`config.mk`:
```
export PLATFORM = sky130hd
export DESIGN_NAME = adp_output_port
export DESIGN_NICKNAME = d
export VERILOG_FILES = /design/src/adp_pkg.sv /design/src/adp_fifo.sv /design/src/adp_output_port.sv
export SDC_FILE = /design/constraint.sdc
export NUM_CORES = 2
export LEC_CHECK = 0
export BUFFER_PORTS_ARGS = -buffer_cell sky130_fd_sc_hd__buf_4
export CORE_MARGIN = 2
export CORE_UTILIZATION = 50
export CTS_CLUSTER_DIAMETER = 50
export CTS_CLUSTER_SIZE = 28
export DETAILED_ROUTE_END_ITERATION = 10
export PLACE_DENSITY = 0.77
export REMOVE_ABC_BUFFERS = 1
export SLEW_MARGIN = 15
export SYNTH_ARGS = -nofsm -noshare
export SYNTH_HDL_FRONTEND = slang
export SYNTH_SLANG_ARGS = --single-unit
```
`constraint.sdc`:
```
create_clock -name clk_sys -period 5.1 [get_ports clk_sys]
set_clock_uncertainty 0.15 [all_clocks]
set_input_delay 0.51 -clock clk_sys [delete_from_list [all_inputs] [get_ports clk_sys]]
set_output_delay 0.51 -clock clk_sys [all_outputs]
set_load 0.02 [all_outputs]
```
`src/adp_pkg.sv`:
```
package adp_pkg;

  // ----------------------------------------------------------------
  // Word layout
  // ----------------------------------------------------------------
  localparam int WORD_W     = 12;              // Output word width
  localparam int SIGN_BIT   = 11;              // Sign bit of the twos-complement word
  localparam int ENTRY_W    = 13;              // Word plus overrange bit
  localparam int OVR_BIT    = 12;              // Overrange bit position in an entry

  // ----------------------------------------------------------------
  // Pipeline and buffering
  // ----------------------------------------------------------------
  localparam int LATENCY    = 74;              // Encode cycles from sample to output
  localparam int OUT_DEPTH  = 4;               // Output FIFO depth

  // ----------------------------------------------------------------
  // Timing
  // ----------------------------------------------------------------
  localparam int CLK_KHZ         = 10000;      // System clock rate in kHz
  localparam int STARTUP_MS      = 600;        // Longest recovery after reset, ms
  localparam int STARTUP_CYCLES  = STARTUP_MS * CLK_KHZ; // Rounded down, exact here
  localparam int RESET_MIN_NS    = 200;        // Least reset pulse from the partner
  localparam int GATE_LOW_MIN_NS = 5;          // Least asynchronous gate low time

  // ----------------------------------------------------------------
  // Reset values
  // ----------------------------------------------------------------
  localparam logic [WORD_W-1:0] WORD_RST = 12'h000; // Mid-scale code
  localparam logic              GATE_RST = 1'b1;    // Gate reads high when idle

  // ----------------------------------------------------------------
  // Output stage states
  // ----------------------------------------------------------------
  typedef enum logic [1:0] {
    ST_STARTUP = 2'b00,
    ST_RUN     = 2'b01,
    ST_GATED   = 2'b10
  } adp_state_t;

endpackage

```
`src/adp_fifo.sv`:
```
`timescale 1ns/100ps
`default_nettype none
module adp_fifo #(
  parameter int WIDTH = 13,
  parameter int DEPTH = 4
) (
  input  wire logic             clk_sys,
  input  wire logic             rst_n,
  input  wire logic             in_valid,
  output logic                  in_ready,
  input  wire logic [WIDTH-1:0] in_data,
  output logic                  out_valid,
  input  wire logic             out_ready,
  output logic      [WIDTH-1:0] out_data
);

  localparam int PTR_W = (DEPTH > 1) ? $clog2(DEPTH) : 1;
  localparam int CNT_W = $clog2(DEPTH + 1);

  logic [WIDTH-1:0] mem_q [DEPTH];
  logic [PTR_W-1:0] wr_ptr_q;
  logic [PTR_W-1:0] rd_ptr_q;
  logic [CNT_W-1:0] count_q;
  logic             push;
  logic             pop;

  // ----------------------------------------------------------------
  // Pointer helper
  // ----------------------------------------------------------------
  function automatic logic [PTR_W-1:0] next_ptr(input logic [PTR_W-1:0] p);
    if (p == PTR_W'(DEPTH - 1)) begin
      next_ptr = '0;
    end else begin
      next_ptr = p + PTR_W'(1);
    end
  endfunction

  // Full FIFO still takes a word when the head leaves in the same cycle
  assign out_valid = (count_q != '0);
  assign in_ready  = (count_q != CNT_W'(DEPTH)) || out_ready;
  assign push      = in_valid && in_ready;
  assign pop       = out_valid && out_ready;

  // Storage
  always_ff @(posedge clk_sys or negedge rst_n) begin
    if (!rst_n) begin
      for (int i = 0; i < DEPTH; i++) begin
        mem_q[i] <= '0;
      end
    end else if (push) begin
      mem_q[wr_ptr_q] <= in_data;
    end
  end

  // Head word held in a register: taken from the input when the FIFO is
  // empty or about to be, otherwise from the next slot on a pop
  always_ff @(posedge clk_sys or negedge rst_n) begin
    if (!rst_n) begin
      out_data <= '0;
    end else if (push && ((count_q == '0) || (pop && (count_q == CNT_W'(1))))) begin
      out_data <= in_data;
    end else if (pop) begin
      out_data <= mem_q[next_ptr(rd_ptr_q)];
    end
  end

  // Pointers and fill level
  always_ff @(posedge clk_sys or negedge rst_n) begin
    if (!rst_n) begin
      wr_ptr_q <= '0;
      rd_ptr_q <= '0;
      count_q  <= '0;
    end else begin
      if (push) begin
        wr_ptr_q <= next_ptr(wr_ptr_q);
      end
      if (pop) begin
        rd_ptr_q <= next_ptr(rd_ptr_q);
      end
      if (push && !pop) begin
        count_q <= count_q + CNT_W'(1);
      end else if (pop && !push) begin
        count_q <= count_q - CNT_W'(1);
      end
    end
  end

endmodule
`default_nettype wire

```
`src/adp_output_port.sv`:
```
// Overview of operation
// - Samples leave as twos-complement twelve-bit words
// - Outputs become valid within 600 ms after reset
// - Sample emerges 74 encode cycles after capture
// - Gate low freezes both data strobes
// - Strobes restart at next channel A word, B strobe on the word after
// - Words produced while gated are discarded
// - Idle or floating gate reads as high
// - Overrange pair: true high when overranged
// - Channel B word as true/complement pairs
// - Each channel has its own strobe pair
// - Channel A word as true/complement pairs
`timescale 1ns/100ps
`default_nettype none
module adp_output_port
  import adp_pkg::*;
#(
  parameter int LATENCY_CYC = adp_pkg::LATENCY,
  parameter int STARTUP_CYC = adp_pkg::STARTUP_CYCLES,
  parameter int FIFO_DEPTH  = adp_pkg::OUT_DEPTH
) (
  input  wire logic                        clk_sys,
  input  wire logic                        rst_n,
  input  wire logic                        encode_clk,
  input  wire logic [adp_pkg::WORD_W-1:0]  raw_sample,
  input  wire logic                        raw_overrange,
  input  wire logic                        data_ready_gate,
  output logic      [adp_pkg::WORD_W-1:0]  chan_a_word_p,
  output logic      [adp_pkg::WORD_W-1:0]  chan_a_word_n,
  output logic      [adp_pkg::WORD_W-1:0]  chan_b_word_p,
  output logic      [adp_pkg::WORD_W-1:0]  chan_b_word_n,
  output logic                             chan_a_data_strobe_p,
  output logic                             chan_a_data_strobe_n,
  output logic                             chan_b_data_strobe_p,
  output logic                             chan_b_data_strobe_n,
  output logic                             overrange_flag_p,
  output logic                             overrange_flag_n,
  output logic                             port_ready,
  output logic                             sample_dropped
);

  localparam int STC_W = $clog2(STARTUP_CYC + 1);

  // ----------------------------------------------------------------
  // Declarations
  // ----------------------------------------------------------------
  logic               enc_s1_q;
  logic               enc_s2_q;
  logic               enc_s3_q;
  logic               gate_s1_q;
  logic               gate_s2_q;
  logic               enc_rise;
  logic               enc_fall;
  logic [ENTRY_W-1:0] cap_entry;
  logic               dly_in_ready;
  logic               dly_out_valid;
  logic [ENTRY_W-1:0] dly_out_data;
  logic               dly_in_valid;
  logic               dly_out_ready;
  logic               dly_full;
  logic               out_in_ready;
  logic               out_out_valid;
  logic               out_out_ready;
  logic [ENTRY_W-1:0] out_out_data;
  logic [7:0]         dly_level_q;
  logic [STC_W-1:0]   startup_cnt_q;
  adp_state_t         state_q;
  adp_state_t         state_d;
  logic               sel_b_q;
  logic               deliver;
  logic               drop_q;
  logic [ENTRY_W-1:0] raw_s1_q;
  logic [ENTRY_W-1:0] raw_s2_q;

  // ----------------------------------------------------------------
  // Functions
  // ----------------------------------------------------------------
  // Offset-binary core code to twos complement: flip the sign bit
  function automatic logic [WORD_W-1:0] to_twos(input logic [WORD_W-1:0] code);
    to_twos = {~code[SIGN_BIT], code[SIGN_BIT-1:0]};
  endfunction

  // Start-up check shared by the drain and the ready pin
  function automatic logic is_live(input adp_state_t st);
    is_live = (st != ST_STARTUP);
  endfunction

  // ----------------------------------------------------------------
  // Input synchronisers
  // ----------------------------------------------------------------
  // Encode clock: two stages, then a third for edge finding
  always_ff @(posedge clk_sys or negedge rst_n) begin
    if (!rst_n) begin
      enc_s1_q <= 1'b0;
      enc_s2_q <= 1'b0;
      enc_s3_q <= 1'b0;
    end else begin
      enc_s1_q <= encode_clk;
      enc_s2_q <= enc_s1_q;
      enc_s3_q <= enc_s2_q;
    end
  end

  // Edges come from the last two stages, so a pulse under one clock is lost
  assign enc_rise = enc_s2_q && !enc_s3_q;
  assign enc_fall = !enc_s2_q && enc_s3_q;

  // Gate synchroniser resets high so an undriven gate lets strobes run
  always_ff @(posedge clk_sys or negedge rst_n) begin
    if (!rst_n) begin
      gate_s1_q <= GATE_RST;
      gate_s2_q <= GATE_RST;
    end else begin
      gate_s1_q <= data_ready_gate;
      gate_s2_q <= gate_s1_q;
    end
  end

  // Sample word and overrange: two stages as well; the word settles well
  // before the synced encode edge that captures it, so no bit is caught moving
  always_ff @(posedge clk_sys or negedge rst_n) begin
    if (!rst_n) begin
      raw_s1_q <= '0;
      raw_s2_q <= '0;
    end else begin
      raw_s1_q <= {raw_overrange, raw_sample};
      raw_s2_q <= raw_s1_q;
    end
  end

  // ----------------------------------------------------------------
  // Capture and latency line
  // ----------------------------------------------------------------
  assign cap_entry     = {raw_s2_q[OVR_BIT], to_twos(raw_s2_q[WORD_W-1:0])};
  // Level stops at the depth; from then on each encode edge with room in the output buffer pushes and pops
  assign dly_full      = (dly_level_q == 8'(LATENCY_CYC));
  // Once primed, each encode edge with room in the output buffer pushes one sample and retires the oldest
  assign dly_in_valid  = enc_rise;
  assign dly_out_ready = enc_rise && dly_full && out_in_ready;

  // Fill level of the latency line, held at its depth once primed
  always_ff @(posedge clk_sys or negedge rst_n) begin
    if (!rst_n) begin
      dly_level_q <= 8'h00;
    end else if (enc_rise && dly_in_ready && !dly_full) begin
      dly_level_q <= dly_level_q + 8'h01;
    end
  end

  // Sample refused because the output buffer stalled the line
  always_ff @(posedge clk_sys or negedge rst_n) begin
    if (!rst_n) begin
      drop_q <= 1'b0;
    end else begin
      drop_q <= enc_rise && !dly_in_ready;
    end
  end

  assign sample_dropped = drop_q;

  // Latency line: one entry per encode edge, as deep as the pipeline latency
  adp_fifo #(
    .WIDTH (ENTRY_W),
    .DEPTH (LATENCY_CYC)
  ) u_delay (
    .clk_sys   (clk_sys),
    .rst_n     (rst_n),
    .in_valid  (dly_in_valid),
    .in_ready  (dly_in_ready),
    .in_data   (cap_entry),
    .out_valid (dly_out_valid),
    .out_ready (dly_out_ready),
    .out_data  (dly_out_data)
  );

  // Output buffer between the latency line and the pin stage
  adp_fifo #(
    .WIDTH (ENTRY_W),
    .DEPTH (FIFO_DEPTH)
  ) u_outbuf (
    .clk_sys   (clk_sys),
    .rst_n     (rst_n),
    .in_valid  (dly_out_valid && dly_out_ready),
    .in_ready  (out_in_ready),
    .in_data   (dly_out_data),
    .out_valid (out_out_valid),
    .out_ready (out_out_ready),
    .out_data  (out_out_data)
  );

  // ----------------------------------------------------------------
  // Start-up interval
  // ----------------------------------------------------------------
  // Counts after reset release; pins stay quiet until it expires
  // Counting stops once running, so the counter never wraps
  always_ff @(posedge clk_sys or negedge rst_n) begin
    if (!rst_n) begin
      startup_cnt_q <= '0;
    end else if (state_q == ST_STARTUP) begin
      startup_cnt_q <= startup_cnt_q + STC_W'(1);
    end
  end

  // ----------------------------------------------------------------
  // Pin stage state machine
  // ----------------------------------------------------------------
  // Drain runs on the falling encode edge; buffer stalls during start-up
  assign out_out_ready = enc_fall && is_live(state_q);
  assign deliver       = out_out_ready && out_out_valid && gate_s2_q &&
                         ((state_q == ST_RUN) || !sel_b_q);

  // Gated state releases only on an A slot, so a resumed stream never opens on B
  always_comb begin
    state_d = state_q;
    case (state_q)
      ST_STARTUP: begin
        if (startup_cnt_q >= STC_W'(STARTUP_CYC - 1)) begin
          state_d = ST_RUN;
        end
      end
      ST_RUN: begin
        if (!gate_s2_q) begin
          state_d = ST_GATED;
        end
      end
      ST_GATED: begin
        if (deliver) begin
          state_d = ST_RUN;
        end
      end
      default: begin
        state_d = ST_STARTUP;
      end
    endcase
  end

  always_ff @(posedge clk_sys or negedge rst_n) begin
    if (!rst_n) begin
      state_q <= ST_STARTUP;
    end else begin
      state_q <= state_d;
    end
  end

  assign port_ready = is_live(state_q);

  // Channel selector steps on every word, delivered or discarded
  always_ff @(posedge clk_sys or negedge rst_n) begin
    if (!rst_n) begin
      sel_b_q <= 1'b0;
    end else if (out_out_ready && out_out_valid) begin
      sel_b_q <= !sel_b_q;
    end
  end

  // ----------------------------------------------------------------
  // Output pins
  // ----------------------------------------------------------------
  // Complement halves are registered too, so both sides of a pair switch together
  // Channel A word (msb at bit 11, lsb at bit 0) and its strobe
  always_ff @(posedge clk_sys or negedge rst_n) begin
    if (!rst_n) begin
      chan_a_word_p        <= WORD_RST;
      chan_a_word_n        <= ~WORD_RST;
      chan_a_data_strobe_p <= 1'b0;
      chan_a_data_strobe_n <= 1'b1;
    end else if (deliver && !sel_b_q) begin
      chan_a_word_p        <= out_out_data[WORD_W-1:0];
      chan_a_word_n        <= ~out_out_data[WORD_W-1:0];
      chan_a_data_strobe_p <= !chan_a_data_strobe_p;
      chan_a_data_strobe_n <= chan_a_data_strobe_p;
    end
  end

  // Channel B word (msb at bit 11, lsb at bit 0) and its strobe
  always_ff @(posedge clk_sys or negedge rst_n) begin
    if (!rst_n) begin
      chan_b_word_p        <= WORD_RST;
      chan_b_word_n        <= ~WORD_RST;
      chan_b_data_strobe_p <= 1'b0;
      chan_b_data_strobe_n <= 1'b1;
    end else if (deliver && sel_b_q) begin
      chan_b_word_p        <= out_out_data[WORD_W-1:0];
      chan_b_word_n        <= ~out_out_data[WORD_W-1:0];
      chan_b_data_strobe_p <= !chan_b_data_strobe_p;
      chan_b_data_strobe_n <= chan_b_data_strobe_p;
    end
  end

  // Overrange follows the most recent delivered word; gated words are lost
  always_ff @(posedge clk_sys or negedge rst_n) begin
    if (!rst_n) begin
      overrange_flag_p <= 1'b0;
      overrange_flag_n <= 1'b1;
    end else if (deliver) begin
      overrange_flag_p <= out_out_data[OVR_BIT];
      overrange_flag_n <= !out_out_data[OVR_BIT];
    end
  end

endmodule
`default_nettype wire

```
==> results.cfg <==
[critical_path]
timing.critical_path.required_ns = 5.60
cp_max_fo = 13
worstSetupEndpointType = flip-flop
crit_arrival_ns = 4.85
crit_path_max_incr_delay_ns = 0.84
criticalPathCategory = flip-flop to flip-flop
cpMaxStageDelayCell = a22oi_1
crit_path_start_kind = flip-flop
crit_top_cell = buf_4
worstPathCellList = ha_1 -> xnor2_2 -> buf_4 -> a22oi_1 -> buf_4 -> a2bb2oi_1 -> o2111ai_1 -> o311ai_0 -> a31oi_1 -> o2bb2ai_1

[cells_and_area]
fillers = 8870
drive_above_1_share = 0.3677
final_nets = 4316
syn_to_final_growth_pct = 10.77

[floorplan]
die_y_um = 340.6
dieArea_mm2 = 0.1160
rows = 123
core-area_mm2 = 0.1125
die_w_um = 340.6
start_util = 0.5035
pin_count = 73

[synthesis]
yosys_register_bits = 1188
synth_edf_count = 0
post-synth-top-area-fraction = 0.5121
syn_area_mm2 = 0.05664
ys_seq_area_frac = 0.5255
synthFlopType = dfrtp_1
synth_area_leaders = dfrtp_1, mux2_2, mux2_4
ys_types = 91
avgSynthCellArea_um2 = 13.17
synth_area_leader_cell = dfrtp_1
synth_commonest_cells = dfrtp_1, mux2_2, nand2_1
synth_cells = 4302
ys_warn_count = 0
synth_most_common_cell = dfrtp_1
synthArstFlopShare = 1.000

[grt]
grt_pass1_vias = 38230
antenna_found_initial = 7
grt_pass1_wl_um = 253200
grt_max_degree = 145
grt.total_usage = 0.2875
grt_overflow = 0

[hold_path]
holdCritPathClass = flip-flop to flip-flop

[detailed_routing]
drcViolationCount = 0
drt_iter0_markers = 4886
first_pass_iters = 6
detail-route-antenna-nets = 0
wl_um = 167400
wl_per_cell_um = 28.49
num_vias = 38281
drt-vias-per-instance = 6.515

[timing]
tightest_slew_ns = 1.225
maxSlewViolCount = 0
finalSetupViolCount = 0
hold_slack_ns = 0.1982
hold_viol = 0
fin_crit_sh = 0.8541
slew_headroom = 0.1834
fin_crit_ns = 4.356
fmax_mhz = 229.6
rsz0062_at_grt = no

[power_and_ir_drop]
total_power_mw = 23.04
irDropWorstVdd_v = 0.0003053
power_density_mw_per_mm2 = 367.2
total_leakage_power_nw = 30.03

[clock_tree]
post_cts_resized = 0
cts_max_level = 3
clk_pin_slew_worst_paths_ns = 0.08
clock_path_buffers = 3
clk-insertion-delay-late_ns = 0.75
cts_tree = done
cts_buffers = 109
clockRootBuffer = clkbuf_16
clkSinkCount = 1188

[place]
dp_hpwl_um = 106300
place_congestion = 1.022
portBuffers = 72

[outcome]
status = finished clean

[run]
drv_cap = 0
[layout make-up]
class	instances	area (µm²)	share of cell area
timing repair buffer	247	2095	0.03338
tap	1500	1877	0.02991
antenna	3	7.507	0.0001197
multi-input combinational	2691	24890	0.3967
clock inverter	88	1051	0.01675
clock buffer	119	2879	0.04589
inverter	40	155.1	0.002473
sequential	1188	29780	0.4747
[cell families (layout without fill, tap and decap cells)]
logic type	count (synthesis)	after routing	share of synthesized area
buffers and inverters	423	494	0.03786
AND/OR/NAND/NOR	656	656	0.06446
other	0	3	0
adder cells (fa/ha/maj)	22	22	0.004860
flip-flops	1188	1188	0.5255
multiplexers	1251	1251	0.2740
AO/OA/AOI/OAI	712	712	0.08554
XOR/XNOR	50	50	0.007732
[metal layers]
layer,GRT usage,share of wire
met5,0,0.00041
met4,0.1463,0.060
met3,0.08551,0.11
met2,0.4191,0.43
met1,0.3907,0.40
[flip-flops by register name (all words and copies together) (netlist names), 2 cells and up]
name,flops
dly_level_q,8
raw_s2_q,13
u_delay.out_data,13
raw_s1_q,13
u_delay.count_q,7
u_outbuf.count_q,3
u_outbuf.wr_ptr_q,2
u_delay.rd_ptr_q,7
u_delay.mem_q,962
chan_b_word_p,12
u_delay.wr_ptr_q,7
startup_cnt_q,23
chan_b_word_n,12
u_outbuf.out_data,13
u_outbuf.rd_ptr_q,2
u_outbuf.mem_q,52
chan_a_word_p,12
chan_a_word_n,12
state_q,2
[through the flow]
step	setup TNS, ns	area (µm²)	worst slack [ns]	utilization	instances
after floorplan	-176.85	54650	-10.43	-	3919
after global placement	0	58630	1.021	0.5211	5650
after detailed placement	0	58630	0.9626	0.5211	5650
after CTS	0	62720	0.9359	0.5575	5873
after global routing	0	62730	0.7920	0.5576	5873
final	0	62740	0.7439	0.5577	5876
[worst max-delay path: cells and delay by family, from the launching register on]
kind,cells,cell delay [ns]
flops,1,0.55
xor+xnor,1,0.28
compound gates,6,2.25
buf+inv,2,0.67
fa+ha+maj,1,0.36
[cells in the final DEF, fill, tap and decap left out, types with 53 or more instances in the layout]
cell	Yosys	final
o21ai_0	198	198
clkbuf_16	0	112
mux2i_1	168	168
a21oi_1	102	99
dfrtp_1	1159	1145
mux2_4	240	240
mux4_2	66	66
buf_4	34	215
mux2_2	724	724
nand2_1	257	255
nor2_1	130	128
mux2_1	53	53
[path summary, 6_finish.rpt]
| path | start | end | slack, ns | depth (start not counted) |
|---|---|---|---|---|
| max in group asynchronous | rst_n | raw_s2_q[2] | 3.19 | 3 |
| worst min-delay path | raw_s1_q[1] | raw_s2_q[1] | 0.20 | 0 |
| worst min register to register | raw_s1_q[1] | raw_s2_q[1] | 0.20 | 0 |
| worst max register to register | u_delay.rd_ptr_q[0] | u_delay.out_data[2] | 0.74 | 10 |
| min in group asynchronous | rst_n | u_delay.mem_q[349] | 0.26 | 2 |
| worst max-delay path | u_delay.rd_ptr_q[0] | u_delay.out_data[2] | 0.74 | 10 |
[power by group]
group | leakage [nW] | switching [mW] | internal, mW
clock network | 1.90 | 4.30 | 4.57
registers | 16.1 | 0.812 | 10.4
logic | 12.0 | 1.49 | 1.43
[timing repair]
action,in CTS,in global routing
hold endpoints to repair,142,0
hold buffers,16,0
setup endpoints to repair,0,0
setup buffers,0,0
Note: power is estimated with default switching activity, not from simulation.
